[config.mk]
export PLATFORM = sky130hd
export DESIGN_NAME = hot_plug_slot_cap_control
export DESIGN_NICKNAME = d
export VERILOG_FILES = /design/src/inc/hp_slot_pkg.sv /design/src/hw/slot_msg_queue.sv /design/src/hw/hot_plug_slot_cap_control.sv
export SDC_FILE = /design/constraint.sdc
export NUM_CORES = 1
export LEC_CHECK = 0
export BUFFER_PORTS_ARGS = -buffer_cell sky130_fd_sc_hd__buf_4
export CORE_MARGIN = 1.5
export CORE_UTILIZATION = 45
export DETAILED_ROUTE_END_ITERATION = 6
export PLACE_DENSITY = 0.72
export SLEW_MARGIN = 20
export SYNTH_ARGS = -nofsm -noshare
export SYNTH_HDL_FRONTEND = slang
export SYNTH_HIERARCHICAL = 1
export SYNTH_SLANG_ARGS = --single-unit
[constraint.sdc]
create_clock -name SYS_CLK -period 1.75 [get_ports SYS_CLK]
set_input_delay 0.175 -clock SYS_CLK [delete_from_list [all_inputs] [get_ports SYS_CLK]]
set_output_delay 0.175 -clock SYS_CLK [all_outputs]
set_load 0.005 [all_outputs]
[src/inc/hp_slot_pkg.sv]
package hp_slot_pkg;

  // =====================================================================
  // register map
  localparam int              ADDR_W       = 12;
  localparam logic [11:0]     SLOT_CAP_OFS = 12'h0d4;
  localparam logic [11:0]     SLOT_CTL_OFS = 12'h0d8;

  // =====================================================================
  // reset values and write masks
  localparam logic [31:0]     CAP_RST      = 32'h0000_0000;
  localparam logic [31:0]     CAP_SW_MASK  = 32'h0001_ff80;
  localparam logic [31:0]     CAP_OVR_MASK = 32'hfff9_fffb;
  localparam logic [15:0]     CTL_RST      = 16'h03c0;
  localparam logic [15:0]     CTL_SW_MASK  = 16'h17fb;
  // status flags {dll, cmd_done, pres_chg, pwr_fault, att_btn}
  localparam logic [4:0]      EVT_RST      = 5'h10;

  // =====================================================================
  // slot control field positions
  localparam int              CTL_ABP_EN   = 0;
  localparam int              CTL_PFD_EN   = 1;
  localparam int              CTL_PDC_EN   = 3;
  localparam int              CTL_CC_EN    = 4;
  localparam int              CTL_HPI_EN   = 5;
  localparam int              CTL_ATT_LO   = 6;
  localparam int              CTL_PWI_LO   = 8;
  localparam int              CTL_PWR_OFF  = 10;
  localparam int              CTL_DLL_EN   = 12;

  // status bit positions inside the upper half of the control word
  localparam int              ST_ABP       = 0;
  localparam int              ST_PFD       = 1;
  localparam int              ST_PDC       = 3;
  localparam int              ST_CC        = 4;
  localparam int              ST_DLL       = 8;

  // indicator encodings
  localparam logic [1:0]      IND_RSVD     = 2'h0;
  localparam logic [1:0]      IND_ON       = 2'h1;
  localparam logic [1:0]      IND_BLINK    = 2'h2;
  localparam logic [1:0]      IND_OFF      = 2'h3;

  // =====================================================================
  // carriers
  typedef struct packed {
    logic [12:0] slot_num;
    logic [1:0]  rsvd_hi;
    logic [1:0]  pl_scale;
    logic [7:0]  pl_value;
    logic        hp_capable;
    logic        hp_surprise;
    logic        pwr_ind_present;
    logic        att_ind_present;
    logic        rsvd_lo;
    logic        pwr_ctrl_present;
    logic        att_btn_present;
  } slot_cap_t;

  localparam int              MSG_DW       = 10;
  localparam int              MSG_KINDS    = 3;

  typedef enum logic [1:0] {MSG_NONE, MSG_PWR_LIMIT, MSG_ATT_IND, MSG_PWR_IND} msg_kind_t;

  typedef struct packed {
    msg_kind_t           kind;
    logic [MSG_DW-1:0]   data;
  } slot_msg_t;

endpackage : hp_slot_pkg

[src/hw/slot_msg_queue.sv]
`timescale 1ns/1ns
module slot_msg_queue import hp_slot_pkg::*; #(
  parameter int KINDS = MSG_KINDS,
  parameter int DW    = MSG_DW
) (
  // clock and reset
  input  wire logic                     clk,
  input  wire logic                     rst_n,
  // requests, index 0 has highest priority
  input  wire logic [KINDS-1:0]         req,
  input  wire logic [KINDS-1:0][DW-1:0] req_data,
  // message out
  output logic                          out_valid,
  output slot_msg_t                     out_msg,
  input  wire logic                     out_ready
);

  // =====================================================================
  // one pending slot per message kind; a newer write replaces the payload
  logic [KINDS-1:0]         pend_ff;
  logic [KINDS-1:0][DW-1:0] data_ff;
  logic [KINDS-1:0]         gnt;
  logic [KINDS-1:0]         take;
  logic                     load;
  logic                     nxt_valid;
  slot_msg_t                nxt_msg;
  logic [1:0]               gnt_idx;

  assign load = (~out_valid | out_ready) & (|pend_ff);
  assign take = gnt & {KINDS{load}};

  genvar g;
  generate
    for (g = 0; g < KINDS; g++) begin : g_kind
      if (g == 0) begin : g_top
        assign gnt[g] = pend_ff[g];
      end else begin : g_low
        assign gnt[g] = pend_ff[g] & ~(|pend_ff[g-1:0]);
      end
      // a request in the cycle of its own take stays pending
      always_ff @(posedge clk or negedge rst_n) begin
        if (!rst_n) begin
          pend_ff[g] <= 1'b0;
          data_ff[g] <= '0;
        end else begin
          pend_ff[g] <= (pend_ff[g] & ~take[g]) | req[g];
          if (req[g]) data_ff[g] <= req_data[g];
        end
      end
    end
  endgenerate

  assign gnt_idx      = gnt[0] ? 2'h0 : (gnt[1] ? 2'h1 : 2'h2);
  assign nxt_valid    = load | (out_valid & ~out_ready);
  assign nxt_msg.kind = msg_kind_t'(gnt_idx + 2'h1);
  assign nxt_msg.data = data_ff[gnt_idx];

  always_ff @(posedge clk or negedge rst_n) begin
    if (!rst_n) begin
      out_valid <= 1'b0;
      out_msg   <= '{kind: MSG_NONE, data: '0};
    end else begin
      out_valid <= nxt_valid;
      if (load) out_msg <= nxt_msg;
    end
  end
endmodule : slot_msg_queue

[src/hw/hot_plug_slot_cap_control.sv]
`timescale 1ns/1ns
module hot_plug_slot_cap_control import hp_slot_pkg::*; (
  // clock and reset
  input  wire logic              SYS_CLK,
  input  wire logic              RESETN,
  // configuration access
  input  wire logic [ADDR_W-1:0] CFG_ADDR,
  input  wire logic              CFG_WR,
  input  wire logic              CFG_RD,
  input  wire logic [3:0]        CFG_BE,
  input  wire logic [31:0]       CFG_WDATA,
  output logic [31:0]            CFG_RDATA,
  output logic                   CFG_RVALID,
  // capability override
  input  wire logic              SMB_CAP_WE,
  input  wire logic [31:0]       SMB_CAP_DATA,
  input  wire logic              EE_CAP_WE,
  input  wire logic [31:0]       EE_CAP_DATA,
  // slot events
  input  wire logic              ATT_BTN_PRESS,
  input  wire logic              PWR_FAULT,
  input  wire logic              PRES_CHANGE,
  input  wire logic              CMD_DONE,
  input  wire logic              DL_STATE_ACTIVE,
  // slot controls
  output logic [1:0]             ATT_IND,
  output logic [1:0]             PWR_IND,
  output logic                   SLOT_PWR_OFF,
  output logic                   LINK_ACTIVE,
  output logic                   HP_INT,
  output logic                   WAKE_REQ,
  // link messages
  output logic                   MSG_VALID,
  output slot_msg_t              MSG_OUT,
  input  wire logic              MSG_READY
);

  // =====================================================================
  // decode
  logic        cap_sel;
  logic        ctl_sel;
  logic        cap_wr;
  logic        ctl_wr;
  logic [31:0] be_mask;

  assign cap_sel = CFG_ADDR[ADDR_W-1:2] == SLOT_CAP_OFS[ADDR_W-1:2];
  assign ctl_sel = CFG_ADDR[ADDR_W-1:2] == SLOT_CTL_OFS[ADDR_W-1:2];
  assign cap_wr  = CFG_WR & cap_sel;
  assign ctl_wr  = CFG_WR & ctl_sel;
  assign be_mask = {{8{CFG_BE[3]}}, {8{CFG_BE[2]}}, {8{CFG_BE[1]}}, {8{CFG_BE[0]}}};

  // =====================================================================
  // slot capability
  slot_cap_t   cap_ff;
  slot_cap_t   nxt_cap;
  slot_cap_t   sw_cap;
  slot_cap_t   ovr_cap;
  logic        ovr_we;
  logic [31:0] cap_wm;

  // sideband wins over eeprom, and both win over a software write
  assign ovr_we  = SMB_CAP_WE | EE_CAP_WE;
  assign ovr_cap = slot_cap_t'((SMB_CAP_WE ? SMB_CAP_DATA : EE_CAP_DATA) & CAP_OVR_MASK);
  assign cap_wm  = be_mask & CAP_SW_MASK & {32{cap_wr}};
  assign sw_cap  = slot_cap_t'((cap_ff & ~cap_wm) | (CFG_WDATA & cap_wm));

  assign nxt_cap.att_btn_present  = ovr_we ? ovr_cap.att_btn_present : cap_ff.att_btn_present;
  assign nxt_cap.pwr_ctrl_present = ovr_we ? ovr_cap.pwr_ctrl_present : cap_ff.pwr_ctrl_present;
  assign nxt_cap.rsvd_lo          = 1'b0;
  assign nxt_cap.att_ind_present  = ovr_we ? ovr_cap.att_ind_present : cap_ff.att_ind_present;
  assign nxt_cap.pwr_ind_present  = ovr_we ? ovr_cap.pwr_ind_present : cap_ff.pwr_ind_present;
  assign nxt_cap.hp_surprise      = ovr_we ? ovr_cap.hp_surprise : cap_ff.hp_surprise;
  assign nxt_cap.hp_capable       = ovr_we ? ovr_cap.hp_capable : cap_ff.hp_capable;
  assign nxt_cap.pl_value         = ovr_we ? ovr_cap.pl_value : sw_cap.pl_value;
  assign nxt_cap.pl_scale         = ovr_we ? ovr_cap.pl_scale : sw_cap.pl_scale;
  assign nxt_cap.rsvd_hi          = 2'h0;
  assign nxt_cap.slot_num         = ovr_we ? ovr_cap.slot_num : cap_ff.slot_num;

  always_ff @(posedge SYS_CLK or negedge RESETN) begin
    if (!RESETN) cap_ff <= slot_cap_t'(CAP_RST);
    else         cap_ff <= nxt_cap;
  end

  // =====================================================================
  // slot control
  logic [15:0] ctl_ff;
  logic [15:0] nxt_ctl;
  logic [15:0] ctl_wm;
  logic [15:0] ctl_merge;
  logic [1:0]  att_new;
  logic [1:0]  pwi_new;
  logic        att_wr;
  logic        pwi_wr;

  assign ctl_wm    = be_mask[15:0] & CTL_SW_MASK & {16{ctl_wr}};
  assign ctl_merge = (ctl_ff & ~ctl_wm) | (CFG_WDATA[15:0] & ctl_wm);
  assign att_new   = CFG_WDATA[CTL_ATT_LO+:2];
  assign pwi_new   = CFG_WDATA[CTL_PWI_LO+:2];
  // the reserved code is dropped so an indicator never lands in an undefined state
  assign att_wr    = ctl_wr & CFG_BE[0] & (att_new != IND_RSVD);
  assign pwi_wr    = ctl_wr & CFG_BE[1] & (pwi_new != IND_RSVD);

  always_comb begin
    nxt_ctl = ctl_merge;
    nxt_ctl[CTL_ATT_LO+:2] = att_wr ? att_new : ctl_ff[CTL_ATT_LO+:2];
    nxt_ctl[CTL_PWI_LO+:2] = pwi_wr ? pwi_new : ctl_ff[CTL_PWI_LO+:2];
  end

  always_ff @(posedge SYS_CLK or negedge RESETN) begin
    if (!RESETN) ctl_ff <= CTL_RST;
    else         ctl_ff <= nxt_ctl;
  end

  // =====================================================================
  // event flags, write one to clear in the upper half of the control word
  logic [4:0]  evt_ff;
  logic [4:0]  nxt_evt;
  logic [4:0]  evt_set;
  logic [4:0]  evt_clr;
  logic [4:0]  evt_en;
  logic [15:0] st_clr;
  logic        dl_chg;

  assign st_clr  = CFG_WDATA[31:16] & be_mask[31:16] & {16{ctl_wr}};
  assign dl_chg  = DL_STATE_ACTIVE != LINK_ACTIVE;
  assign evt_set = {dl_chg, CMD_DONE, PRES_CHANGE, PWR_FAULT, ATT_BTN_PRESS};
  assign evt_clr = {st_clr[ST_DLL], st_clr[ST_CC], st_clr[ST_PDC], st_clr[ST_PFD], st_clr[ST_ABP]};
  // a new event in the clearing cycle survives the clear
  assign nxt_evt = (evt_ff & ~evt_clr) | evt_set;
  assign evt_en  = {ctl_ff[CTL_DLL_EN], ctl_ff[CTL_CC_EN], ctl_ff[CTL_PDC_EN],
                    ctl_ff[CTL_PFD_EN], ctl_ff[CTL_ABP_EN]};

  always_ff @(posedge SYS_CLK or negedge RESETN) begin
    if (!RESETN) begin
      evt_ff      <= EVT_RST;
      LINK_ACTIVE <= 1'b0;
    end else begin
      evt_ff      <= nxt_evt;
      LINK_ACTIVE <= DL_STATE_ACTIVE;
    end
  end

  // =====================================================================
  // interrupt and wake
  logic        evt_pend;
  logic        wake_pend;
  logic        nxt_int;
  logic        nxt_wake;

  assign evt_pend  = |(evt_ff & evt_en);
  // command completion is interrupt only, it never wakes the system
  assign wake_pend = |(evt_ff[3:0] & evt_en[3:0] & 4'h7);
  assign nxt_int   = ctl_ff[CTL_HPI_EN] & evt_pend;
  assign nxt_wake  = ~ctl_ff[CTL_HPI_EN] & wake_pend;

  always_ff @(posedge SYS_CLK or negedge RESETN) begin
    if (!RESETN) begin
      HP_INT   <= 1'b0;
      WAKE_REQ <= 1'b0;
    end else begin
      HP_INT   <= nxt_int;
      WAKE_REQ <= nxt_wake;
    end
  end

  // =====================================================================
  // slot outputs follow the control register
  always_ff @(posedge SYS_CLK or negedge RESETN) begin
    if (!RESETN) begin
      ATT_IND      <= CTL_RST[CTL_ATT_LO+:2];
      PWR_IND      <= CTL_RST[CTL_PWI_LO+:2];
      SLOT_PWR_OFF <= CTL_RST[CTL_PWR_OFF];
    end else begin
      ATT_IND      <= nxt_ctl[CTL_ATT_LO+:2];
      PWR_IND      <= nxt_ctl[CTL_PWI_LO+:2];
      SLOT_PWR_OFF <= nxt_ctl[CTL_PWR_OFF];
    end
  end

  // =====================================================================
  // read port, one cycle latency, unmapped reads return zero
  logic [31:0] rd_mux;
  logic [15:0] st_word;

  assign st_word = {7'h00, evt_ff[4], 3'h0, evt_ff[3], evt_ff[2], 1'b0, evt_ff[1], evt_ff[0]};
  assign rd_mux  = cap_sel ? 32'(cap_ff) : (ctl_sel ? {st_word, ctl_ff} : 32'h0000_0000);

  always_ff @(posedge SYS_CLK or negedge RESETN) begin
    if (!RESETN) begin
      CFG_RDATA  <= 32'h0000_0000;
      CFG_RVALID <= 1'b0;
    end else begin
      CFG_RVALID <= CFG_RD;
      if (CFG_RD) CFG_RDATA <= rd_mux;
    end
  end

  // =====================================================================
  // messages toward the card
  logic                            pl_wr;
  logic [MSG_KINDS-1:0]            msg_req;
  logic [MSG_KINDS-1:0][MSG_DW-1:0] msg_data;

  assign pl_wr    = cap_wr & (|CFG_BE[2:0]);
  assign msg_req  = {pwi_wr, att_wr, pl_wr};
  assign msg_data = {{8'h00, pwi_new}, {8'h00, att_new}, {sw_cap.pl_scale, sw_cap.pl_value}};

  slot_msg_queue #(
    .KINDS     (MSG_KINDS),
    .DW        (MSG_DW)
  ) u_msg_queue (
    .clk       (SYS_CLK),
    .rst_n     (RESETN),
    .req       (msg_req),
    .req_data  (msg_data),
    .out_valid (MSG_VALID),
    .out_msg   (MSG_OUT),
    .out_ready (MSG_READY)
  );
endmodule : hot_plug_slot_cap_control

# Word-level counts from Yosys, hierarchy flattened
# Cells that the tools add are included.
[classes] addsub=1 multipliers=0 div=0 magnitude_cmp=1 eq_ne=3 n_shift=0 mux=11 bitwise_logic=48 reduce_logical=7
[ops] operator="32-bit two-way mux" n=2
[ops] operator="17-bit bitwise AND" n=3
[ops] operator="16-bit bitwise AND" n=2
[ops] operator="25-bit two-way mux" n=1
[ops] operator="10-bit binary-select mux with 2-bit select" n=1
[ops] operator="10-bit by 6-bit == test with 1-bit output, second input constant" n=2
[ops] operator="9-bit bitwise AND" n=2
[ops] operator="17-bit inverter" n=1
[ops] operator="17-bit OR" n=1
[ops] operator="1-bit bitwise AND" n=16
[ops] operator="13-bit by 16-bit bitwise AND with 16-bit output" n=1
[ops] operator="16-bit inverter" n=1
[ops] operator="16-bit OR" n=1
[ops] operator="5-bit bitwise AND" n=2
[ops] operator="10-bit two-way mux" n=1
[ops] operator="2-bit two-way mux" n=5
[ops] operator="3-bit OR reduction" n=3
[ops] operator="8-bit two-way mux" n=1
[ops] operator="1-bit inverter" n=8
[ops] operator="3-bit bitwise AND" n=2
[ops] operator="1-bit OR" n=6
[ops] operator="5-bit inverter" n=1
[ops] operator="5-bit OR" n=1
[ops] operator="5-bit OR reduction" n=1
[ops] operator="other kinds (5)" n=6
[word_totals] reg_bits=121 latch_bits=0 ram_bits=0 mem_bits_ro=0 in_bits=124 output_inout_bits=54 wordCells=99 mem_count=0

# Longest topological paths before layout
# Gate-level depths: netlist (run 1).
[logic_depth] depth_word=7 depth_mapped=7 depth_no_buf=5

# Cells and area by module
# The synthesis (run 1) kept the hierarchy.
[modules_own_cells] module="hot_plug_slot_cap_control" n_inst=1 cells_per_inst=307 area_per_inst_um2=3530.9 seq_area_each_um2=1983.2
[modules_own_cells] module="slot_msg_queue" n_inst=1 cells_per_inst=141 area_per_inst_um2=1978.1 seq_area_each_um2=1151.1

# Worst setup path after synthesis (run 1)
# No wires, ideal clock.
[synth_timing] kind="input port to flip-flop" from="in CFG_ADDR[11]" to="reg u_msg_queue/data_ff[10] (netlist bit)" setup_ns=0.125 arrival_time_ns=2.047 required_ns=1.625 slack_ns=-0.422 stages=7 path_buffers=2 path_cell_list="or4_4 buf_6 nor4_4 nand2_2 nor2_1 buf_2 mux2_2"
[synth_via] elab_chain_len=4
[synth_lines] element="start: declaration" line="hot_plug_slot_cap_control.sv:7" rtl="input wire logic [ADDR_W-1:0] CFG_ADDR,"
[synth_lines] element="10-bit by 6-bit == test with 1-bit output" line="hot_plug_slot_cap_control.sv:47" rtl="assign ctl_sel = CFG_ADDR[ADDR_W-1:2] == SLOT_CTL_OFS[ADDR_W-1:2];"
[synth_lines] element="1-bit bitwise AND" line="hot_plug_slot_cap_control.sv:49" rtl="assign ctl_wr = CFG_WR & ctl_sel;"
[synth_lines] element="1-bit bitwise AND (2 in series)" line="hot_plug_slot_cap_control.sv:100" rtl="assign att_wr = ctl_wr & CFG_BE[0] & (att_new != IND_RSVD);"
[synth_lines] element="net att_wr" line="hot_plug_slot_cap_control.sv:92" rtl="logic att_wr;"
[synth_lines] element="end signal: indexed assignment" line="slot_msg_queue.sv:47" rtl="if (req[g]) data_ff[g] <= req_data[g];"
[synth_lines] element="end: declaration" line="slot_msg_queue.sv:21" rtl="logic [KINDS-1:0][DW-1:0] data_ff;"
# The timed path passes the listed nets, and every way through them passes these cells.
# A chain may end at the register's enable or synchronous reset.

==> out/qor.yml, run 1 <==
p_per_area_mw_per_mm2: 912
drv_slew: 0
worstSetupPathType: "input port to flip-flop"
leakagePower_uw: 0.00390
place_congestion: 0.855
synth_cells: 448
synthDistinctLibCells: 40
clk_latency_ns: 0.40
drv_cap: 0
slew_headroom: 0.452
dr.pass1.iters: 4
cts_tree: "yes"
clock_sinks: 125
whs_ns: 0.0142
cts.reportedPaths.clkPinSlew_ns: 0.05
antenna_found_initial: 0
ant_nets: 0
synth_mux_area_frac: 0.169
synth_compound_area_frac: 0.149
critical-path-top-delay-family: "simple AND/OR/NAND/NOR gates"
die_x_um: 114
worst_pin_slew_ns: 0.819
cts_buffer_depth: 2
cts_root_buffer: "clkbuf_16"
design_area_mm2: 0.00805
row_count: 40
dpl.hpwl_mm: 10.5
portBuffers: 155
outcome: "complete, no violations"
ioPinCount: 178
initial_utilization: 0.461
synth_top_family_by_area: "multiplexers"
worstPathArrival_ns: 1.97
synthXorXnorAreaFrac: 0.00159
syn_to_final_growth_pct: 46.2
cp_num_buf_inv: 2
dpl_cell_area_mm2: 0.00715
critPathMaxFanout: 11
crit_path_end_kind: "flip-flop"
worstHoldPathType: "input port to flip-flop"
wl_mm: 14.7
cts-buffers-inserted: 17
reg2reg_slack_ns: 0.19
ys_ff_latch: 125
postCtsSetupBuffers: 0
period_share: 0.969
die_y_um: 114
fin_util: 0.673
grt_use_total: 0.238
grt_max_degree: 46
grt.overflow.total: 0
crit_required_ns: 2.03
wl_per_cell_um: 17.7
hold_viol: 0
path_cells: "buf_4 > or4_4 > nor4_4 > nand2_1 > nor2_1 > buf_6 > mux2_2"
synth-adder-area-share: 0
grt_pass1_vias: 4683
slowest_stage: "or4_4"
rsz0062_at_grt: "false"
grt_pass1_wl_mm: 23.7
dieArea_mm2: 0.0129
nets: 790
drt_iter0_drc: 169
finalSetupViolCount: 0
drive_gt1_frac: 0.427
avgViaCountPerCell: 5.28
irDropWorstVdd_mv: 0.497
clock.fmax_ghz: 0.590
core-area_mm2: 0.0120
syn-cell-area_mm2: 0.00551
ys_seq_area_frac: 0.569
diodes: 0
cpPeakStageDelay_ns: 0.61
route.detailed.drc: 0
fin_crit_ns: 1.70
htreeDepth: 4
num_vias: 4360
start_kind: "input port"
syn_area_per_cell_um2: 12.3
finalClockSkew_ns: 0.00760
yosys.area_share.simple: 0.0647
yosysWarnings: 6
## cells by family (layout without fill, tap and decap cells)
family,count (synthesis),after routing
mux,86,86
other cells,1,18
flops,125,125
xor+xnor,1,1
compound gates,123,123
buf+inv,48,262
simple gates,64,64
## Yosys cell counts, drive strengths merged
cell,n,area (um2)
o31ai,1,7.51
clkbuf,11,41.3
o22a,1,8.76
nor2,9,33.8
xor2,1,8.76
nand2b,5,31.3
a22oi,16,120
nor4,6,73.8
buf,20,145
mux2,57,642
dfrtp,120,3000
inv,16,60.1
dfstp,5,131
a21oi,1,5.00
a21boi,1,7.51
a21bo,4,40.0
mux2i,29,290
conb,1,3.75
nand2,26,100
nor2b,2,15.0
a222oi,1,10.0
or4,2,22.5
or2,1,6.26
a22o,25,219
o21ai,57,285
nor3,3,20.0
a21o,16,120
nand4b,1,8.76
nand3,9,45.0
clkinv,1,3.75
## metrics by stage
step	total power, uW	std cells	TNS, ns	worst slack, ns
final	7350	826	0	0.0548
after global routing	7610	826	0	0.00808
after CTS	7400	826	0	0.0859
after detailed placement	3640	767	-11.79	-0.335
after global placement	3620	767	-10.07	-0.278
after floorplan	3270	465	-11.09	-0.375
## flip-flops by register name, summed over array words and instances (netlist names), 2 cells and up, named ones only
signal	count
u_msg_queue/data_ff	30
cap_ff	29
CFG_RDATA	30
ctl_ff	2
u_msg_queue/out_msg	12
u_msg_queue/pend_ff	2
evt_ff	5
## report_power, final
group | total, uW | switching [uW] | internal, uW | leakage, uW
clock network | 3710 | 1180 | 2530 | 0.000309
logic | 601 | 261 | 340 | 0.00201
registers | 3040 | 55.2 | 2980 | 0.00159
total | 7350 | 1490 | 5850 | 0.00390
## area by class of cell
cell class | count | area [um2]
Timing Repair Buffer | 213 | 1750
Inverter | 17 | 63.8
Fill cell | 868 | 3910
Clock inverter | 6 | 130
Sequential cell | 125 | 3130
Multi-Input combinational cell | 292 | 2300
Tap cell | 147 | 184
Clock buffer | 26 | 499
## layer usage
layer,routed length [um],vias up,GRT usage
met5,0,-,0
met4,299,0,0.0900
met3,833,24,0.0627
met2,7330,154,0.394
met1,6200,2153,0.301
li1,-,2029,-
## final timing paths
path / startpoint / to / cells after the start
setup / recovery: CFG_ADDR[11] / u_msg_queue/data_ff[25] / 7
hold / removal: SMB_CAP_DATA[5] / cap_ff[5] / 3
setup reg to reg: u_msg_queue/pend_ff[1] / u_msg_queue/out_msg[7] / 3
hold reg to reg: flip-flop / WAKE_REQ / 1
max in group asynchronous: RESETN / ctl_ff[7] / 3
min in group asynchronous: RESETN / u_msg_queue/data_ff[20] / 2
## cell usage in the layout (no fill, tap or decap), types with 6 or more instances in the layout
cell type      count
mux2_2            33
dfrtp_1          120
mux2_4            24
nor2_1             8
nand3_1            9
o21ai_1           12
buf_4            179
inv_1             16
buf_12             6
clkbuf_16         17
a22oi_1           16
dlygate4sd3_1     27
a21o_1            16
o21ai_0           45
nand2_1           25
a22o_1            25
conb_1            18
mux2i_1           29
## worst register-to-register path: stages (launching register included)
cell and delay [ns]:
dfrtp_1 0.73, mux2_2 0.41, mux2i_1 0.21, o21ai_1 0.09
## timing repair
action,CTS,global route
endpoints found under the hold margin,52,0
gates resized for setup,0,1
setup endpoints to repair,0,1
hold buffers,27,0
(Power assumes the default switching activity.)
==> inputs of run 2 (changes only) <==
--- a/config.mk
+++ b/config.mk
@@ -7,11 +7,10 @@
 export LEC_CHECK = 0
 export BUFFER_PORTS_ARGS = -buffer_cell sky130_fd_sc_hd__buf_4
 export CORE_MARGIN = 1.5
-export CORE_UTILIZATION = 45
+export CORE_UTILIZATION = 43
 export DETAILED_ROUTE_END_ITERATION = 6
-export PLACE_DENSITY = 0.72
+export PLACE_DENSITY = 0.71
 export SLEW_MARGIN = 20
 export SYNTH_ARGS = -nofsm -noshare
 export SYNTH_HDL_FRONTEND = slang
-export SYNTH_HIERARCHICAL = 1
 export SYNTH_SLANG_ARGS = --single-unit
==> run 2 against run 1 <==
Compared with the run above: non-clock buffer count down 28; sequential power is 13% lower; synthesized cell count shrank 7.6%; final cell count down 13%; combinational power down 18%; largest power group is now registers.
==> out/qor.yml, run 2 <==
outcome: "complete, no violations"
worst_pin_slew_ns: 0.918  # +0.0993 ns
fin_util: 0.609  # -0.0645
yosys.area.top_type: "dfrtp_1"
ant_nets: 0  # unchanged
cts.reportedPaths.clkPinSlew_ns: 0.10  # +0.05 ns
reg_top3: "CFG_RDATA: 30 flops, cap_ff: 29 flops, u_msg_queue.data_ff: 14 flops"
ctsResizeCount: 0  # unchanged
critPathLaunch: "CFG_ADDR[5]"
synth_common_cells: "dfrtp_1 (104), nand2_1 (40), o21ai_0 (35), mux2i_1 (32), a22oi_1 (19)"
slowest_stage: "or4_4"
htreeDepth: 3  # -1
dpl_cell_area_mm2: 0.00609  # -15%
grt_use_total: 0.220  # -0.0186
synth_flop_cell: "dfrtp_1"
yosysWarnings: 0  # -6
synthDistinctLibCells: 38  # -5.0%
period_share: 0.916  # -0.0522
wl_mm: 12.1  # -17%
hp-start: "SMB_CAP_DATA[22]"
clock_sinks: 109  # -13%
nets: 702  # -11%
crit_required_ns: 1.99  # -0.04 ns
largest_reg_flops: 30
ys_seq_area_frac: 0.583  # +0.0144
dpl.hpwl_mm: 8.97  # -15%
grt.overflow.total: 0  # unchanged
synth.area.top_cells: "dfrtp_1 (56%), mux2i_1 (6.8%), o21ai_0 (3.7%)"
cts_buffer_depth: 2  # unchanged
p_switching_uw: 1090  # -27%
place_congestion: 0.819  # -4.2%
wl_per_cell_um: 16.9  # -4.7%
switching_share: 0.228  # +0.0249
grt_max_degree: 44  # -4.3%
worstSetupEndpoint: "cap_ff[8]"
dieArea_mm2: 0.0115  # -11%
design_area_mm2: 0.00637  # -21%
drive_gt1_frac: 0.368  # -0.0594
slew_headroom: 0.387  # -0.0655
die_y_um: 107  # -5.5%
cts_tree: "yes"
num-fill-cells: 935  # +7.7%
dr.pass1.iters: 5  # +1
grt_pass1_wl_mm: 19.4  # -18%
initial_utilization: 0.448  # -0.0126
syn_area_per_cell_um2: 11.3  # -7.9%
synth_cells: 414  # -7.6%
syn-cell-area_mm2: 0.00469  # -15%
regMostFlops: "CFG_RDATA"
drv_slew: 0  # unchanged
diodes: 0  # unchanged
ys_ff_latch: 109  # -13%
synth_edf_count: 0  # unchanged
hold_viol: 0  # unchanged
fin_crit_ns: 1.60  # -0.0913 ns
cpPeakStageDelay_ns: 0.68  # +0.07 ns
yosysMostFrequentCell: "dfrtp_1"
num_vias: 3791  # -13%
dpl.cell_count: 696  # -9.3%
reg2reg_slack_ns: 0.43  # +0.24 ns
syn_to_final_growth_pct: 35.9
clk_latency_ns: 0.36  # -0.04 ns
internal_power_uw: 3690  # -37%
cts_root_buffer: "clkbuf_8"
synthArstFlopShare: 1.00  # unchanged
pwr-share-comb: 0.102  # +0.020
seqPwrFrac: 0.553  # +0.140
worst_r2r_startpoint: "u_msg_queue.pend_ff[1]"
start_kind: "input port"
postCtsSetupBuffers: 0  # unchanged
drv_cap: 0  # unchanged
finalNonFillerCells: 718  # -13%
path_cells: "buf_4 > or4b_4 > or4_4 > mux2i_1 > o21ai_1"
cts-buffers-inserted: 9  # -8
finalSetupViolCount: 0  # unchanged
clock.fmax_ghz: 0.623  # +5.7%
worstPathArrival_ns: 1.85  # -0.12 ns
ioPinCount: 178  # unchanged
antenna_found_initial: 0  # unchanged
die_x_um: 107  # -5.5%
portBuffers: 155  # unchanged
crit_path_end_kind: "flip-flop"
grt_pass1_vias: 3828  # -18%
rr_worst_depth: 4  # +1
synth_top_area_share: 0.555  # +0.0102
core-area_mm2: 0.0105  # -13%
irDropWorstVdd_mv: 0.530  # +6.6%
drt_iter0_drc: 164  # -3.0%
mostFrequentLayoutCells: "buf_4 (176), dfrtp_1 (104), nand2_1 (40)"
finalClockSkew_ns: 0.00747  # -0.000136 ns
whs_ns: 0.0142  # -0.000000800 ns
worstHoldPathType: "input port to flip-flop"
route.detailed.drc: 0  # unchanged
final_common_cell: "buf_4"
leakagePower_uw: 0.00329  # -16%
worstSetupPathType: "input port to flip-flop"
critPathMaxFanout: 16  # +5
p_per_area_mw_per_mm2: 751  # -18%
pwr-share-clk: 0.345  # -0.160
avgViaCountPerCell: 5.28  # about the same
worstReg2RegEnd: "u_msg_queue.out_msg[11]"
rsz0062_at_grt: "false"
row_count: 37  # -7.5%
## run 2: changes by cell type in the layout (fill, tap and decap cells not counted), sizes merged, moves of 12 or more
cell | previous run | this run
dlygate4sd3 | 27 | 7
clkbuf | 26 | 11
a21oi | 1 | 13
o21ai | 57 | 37
nand2 | 26 | 40
a221o | 0 | 15
mux2 | 57 | 7
dfrtp | 120 | 104
nor2b | 2 | 17
conb | 18 | 2
## run 2: layer usage
| metal | up-vias | global-route usage | part of all wire |
|---|---|---|---|
| met5 | - | 0 | 0 |
| met4 | 0 | 0.0658 | 0.0091 |
| met3 | 8 | 0.0502 | 0.065 |
| met2 | 119 | 0.367 | 0.50 |
| met1 | 1851 | 0.286 | 0.43 |
| li1 | 1813 | - | - |
## run 2: worst min-delay path by stage
stage	to	slack, ns	cells past startpoint
2_1_floorplan	CFG_RDATA[0]	-0.12	0
3_3_place_gp	u_msg_queue.out_msg[0]	0.15	1
3_5_place_dp	u_msg_queue.out_msg[0]	0.15	1
4_1_cts	cap_ff[22]	0.0009	3
5_1_grt	cap_ff[29]	0.01	3
6_report	cap_ff[22]	0.01	3
## run 2: per-stage QoR
step / worst slack (ns) / power [uW] / setup TNS, ns
6_report: 0.146 / 4780 / 0
5_1_grt: 0.120 / 5010 / 0
4_1_cts: 0.178 / 4830 / 0
3_5_place_dp: -0.219 / 3170 / -7.46
3_3_place_gp: -0.176 / 3160 / -6.59
2_1_floorplan: -0.200 / 2850 / -2.72
## run 2: power groups by stage
stage,registers [uW],clock network [uW],logic [uW]
2_1_floorplan,2680,0,172
3_3_place_gp,2690,0,468
3_5_place_dp,2690,0,481
4_1_cts,2640,1690,495
5_1_grt,2650,1810,543
6_report,2640,1650,490
## run 2: repair_timing
action | 4_1_cts | 5_1_grt
endpoints found under the setup margin | 0 | 0
hold buffers | 7 | 0
hold endpoints to repair | 33 | 0
## run 2: critical path: cells and delay by family
kind	cells	cell delay (ns)
and+or+nand+nor	2	1.23
muxes	1	0.24
buffers and inverters	1	0.11
AOI/OAI and AO/OA	1	0.08
## run 2: kinds of logic after synthesis
family,synth area share
other cells,0.000800
xor+xnor,0.00187
compound gates,0.172
mux,0.0852
flops,0.583
buf+inv,0.0411
simple gates,0.116
## run 2: area by class of cell
| class | count | area [um2] | share of cell area |
|---|---|---|---|
| clock buffer | 11 | 141 | 0.0222 |
| inverter | 7 | 26.3 | 0.00412 |
| clock inverter | 4 | 72.6 | 0.0114 |
| sequential | 109 | 2730 | 0.429 |
| timing repair buffer | 185 | 1430 | 0.225 |
| tap | 136 | 170 | 0.0267 |
| multi-input combinational | 266 | 1790 | 0.282 |
==> inputs of run 3 (changes only) <==
--- a/config.mk
+++ b/config.mk
@@ -5,6 +5,7 @@
 export SDC_FILE = /design/constraint.sdc
 export NUM_CORES = 1
 export LEC_CHECK = 0
+export ABC_AREA = 1
 export BUFFER_PORTS_ARGS = -buffer_cell sky130_fd_sc_hd__buf_4
 export CORE_MARGIN = 1.5
 export CORE_UTILIZATION = 43
==> run 3 against run 2 <==
Compared with the run above: final area is 3.9% higher; synthesized cell count is 37% higher; critical path depth is 2 higher; worst hold slack better by 0.016 ns; clock-buffer cell count is 1 higher; total power is 19% higher; sequential share of layout area is 1.6 points lower; utilization is 0.86 points lower; wire length is 8.8% higher; fmax is 18% higher; register-to-register slack worse by 0.04 ns; clock power is 32% higher; critical path type is now flip-flop to flip-flop; critical endpoint is now u_msg_queue.out_msg[3]; highest routed layer unchanged.
==> out/qor.yml, run 3 <==
outcome: "complete, no violations"
worstHoldPathType: "input port to flip-flop"
grt_pass1_wl_mm: 21.4  # +10%
synth_flop_cell: "dfrtp_1"
yosys.area.top_type: "dfrtp_1"
synth_cells: 569  # +37%
dp_slack_ns: 0.171  # +0.390 ns
finalNonFillerCells: 866  # +21%
period_share: 0.780  # -0.137
portBuffers: 155  # unchanged
setup_tns_ns: 0  # unchanged
drv_cap: 0  # unchanged
finalClockSkew_ns: 0.00763  # +0.000161 ns
mostFrequentLayoutCells: "nand2_1 (184), buf_4 (164), dfrtp_1 (104)"
design_area_mm2: 0.00662  # +3.9%
finalSetupViolCount: 0  # unchanged
clk_latency_ns: 0.33  # -0.03 ns
syn-cell-area_mm2: 0.00494  # +5.4%
die_x_um: 110  # +2.6%
cts_buffer_depth: 2  # unchanged
yosys.area_share.simple: 0.257  # +0.141
synthArstFlopShare: 1.00  # unchanged
htreeDepth: 3  # unchanged
p_per_area_mw_per_mm2: 862  # +15%
synth_top_family_by_area: "simple AND/OR/NAND/NOR gates"
initial_utilization: 0.448  # about the same
dr.pass1.iters: 4  # -1
whs_ns: 0.0300  # +0.0158 ns
drive_gt1_frac: 0.285  # -0.0826
clock.fmax_ghz: 0.733  # +18%
crit_path_end_kind: "flip-flop"
rsz0062_at_grt: "false"
cts_tree: "yes"
drv_slew: 0  # unchanged
ioPinCount: 178  # unchanged
route.detailed.drc: 0  # unchanged
syn_to_final_growth_pct: 34.0
ys_ff_latch: 109  # unchanged
final_common_cell: "nand2_1"
largest_reg_flops: 30  # unchanged
synth.area.top_cells: "dfrtp_1 (53%), nand2_1 (14%), nand3_1 (4.8%)"
grt_pass1_vias: 4389  # +15%
die_y_um: 110  # +2.6%
antenna_found_initial: 0  # unchanged
worstPathArrival_ns: 1.59  # -0.26 ns
regMostFlops: "CFG_RDATA"
ant_nets: 0  # unchanged
grt_max_degree: 47  # +6.8%
yosysWarnings: 0  # unchanged
fin_ws_ns: 0.385  # +0.239 ns
worst_pin_slew_ns: 0.651  # -0.268 ns
wl_per_cell_um: 15.3  # -9.8%
synthDistinctLibCells: 34  # -11%
slew_headroom: 0.565  # +0.178
grt_use_total: 0.232  # +0.0122
clock_sinks: 109  # unchanged
min_path_cells: 3  # unchanged
synth_common_cells: "nand2_1 (184), dfrtp_1 (104), inv_1 (58), nand3_1 (47), nor2_1 (31)"
cts.reportedPaths.clkPinSlew_ns: 0.07  # -0.03 ns
cts-buffers-inserted: 9  # unchanged
synthXorXnorAreaFrac: 0.00177  # -0.0000956
synth_top_area_share: 0.527  # -0.0284
worstSetupPathType: "flip-flop to flip-flop"
num_vias: 4434  # +17%
wl_mm: 13.2  # +8.8%
reg_top3: "CFG_RDATA: 30 flops, cap_ff: 29 flops, u_msg_queue.data_ff: 14 flops"
dieArea_mm2: 0.0121  # +5.2%
synth-adder-area-share: 0  # unchanged
core-area_mm2: 0.0110  # +5.4%
place_congestion: 0.859  # +4.9%
synth_edf_count: 0  # unchanged
avgViaCountPerCell: 5.12  # -3.0%
syn_area_per_cell_um2: 8.68  # -23%
synth_compound_area_frac: 0.109  # -0.0633
dpl_cell_area_mm2: 0.00628  # +3.2%
yosysMostFrequentCell: "nand2_1"
critPathMaxFanout: 9  # -7
postCtsSetupBuffers: 0  # unchanged
crit_required_ns: 1.97  # -0.02 ns
synth_mux_area_frac: 0  # -0.0852
ys_seq_area_frac: 0.553  # -0.0298
hold_viol: 0  # unchanged
dpl.cell_count: 848  # +22%
cts_root_buffer: "clkbuf_16"
nets: 845  # +20%
diodes: 0  # unchanged
row_count: 38  # +2.7%
grt.overflow.total: 0  # unchanged
drt_iter0_drc: 187  # +14%
irDropWorstVdd_mv: 0.596  # +12%
dpl.hpwl_mm: 9.91  # +10%
rr_worst_depth: 7  # +3
start_kind: "flip-flop"
leakagePower_uw: 0.00345  # +4.8%
fin_crit_ns: 1.36  # -0.239 ns
## run 3: cell types whose count changed after synthesis, sizes merged, moves of 13 or more
cell,previous run,this run
o21ai,37,11
nand4,0,14
a31oi,0,15
mux2i,32,0
nor2,16,38
nand2,40,186
o31ai,2,15
nor2b,17,0
inv,7,63
nand3,16,49
a221o,15,0
## run 3: repair_timing
item | CTS | global route
hold buffers | 2 | 0
endpoints found under the hold margin | 41 | 0
resized for setup | 0 | 0
## run 3: cells by family after synthesis
group	after synthesis
AND/OR/NAND/NOR	290
flip-flops	109
AO/OA/AOI/OAI	75
other	1
buffers and inverters	93
XOR/XNOR	1
## run 3: cell type report
type	instances	area [um2]
timing repair buffer	170	1330
clock inverter	4	73.8
fill	1004	4410
tap	140	175
clock buffer	12	246
sequential	109	2730
multi-input combinational	368	1820
inverter	63	236
## run 3: power breakdown
group / switching [uW] / internal [uW]
Combinational: 401 / 389
Clock: 875 / 1300
Sequential: 75.6 / 2670
## run 3: worst paths after layout
kind	from	endpoint	slack [ns]
setup / recovery	u_msg_queue.gnt[0]	u_msg_queue.out_msg[3]	0.39
hold / removal	CMD_DONE	evt_ff[3]	0.03
setup reg to reg	u_msg_queue.gnt[0]	u_msg_queue.out_msg[3]	0.39
hold reg to reg	ctl_ff[7]	ctl_ff[7]	0.48
max in group asynchronous	RESETN	ctl_ff[7]	0.70
min in group asynchronous	RESETN	u_msg_queue.out_msg[4]	0.38
## run 3: metrics by stage
step | util | power, uW
2_1_floorplan | - | 3110
3_3_place_gp | 0.569 | 3560
3_5_place_dp | 0.569 | 3590
4_1_cts | 0.600 | 5750
5_1_grt | 0.600 | 5980
6_report | 0.600 | 5710
## run 3: per-layer routing
layer | global-route usage | vias to the layer above | routed length [um] | part of all wire
met1 | 0.310 | 2092 | 5560 | 0.42
met2 | 0.384 | 150 | 6520 | 0.49
met5 | 0 | - | 0 | 0
met3 | 0.0323 | 28 | 791 | 0.060
met4 | 0.0888 | 0 | 347 | 0.026
li1 | - | 2164 | - | -
## run 3: worst max-delay path: stages, from the launching register on
cell and delay [ns]:
dfrtp_1 0.43, inv_1 0.09, nand2_1 0.12, o21ai_4 0.17, inv_2 0.09, nand2_1 0.08
inv_2 0.07, a22o_1 0.20
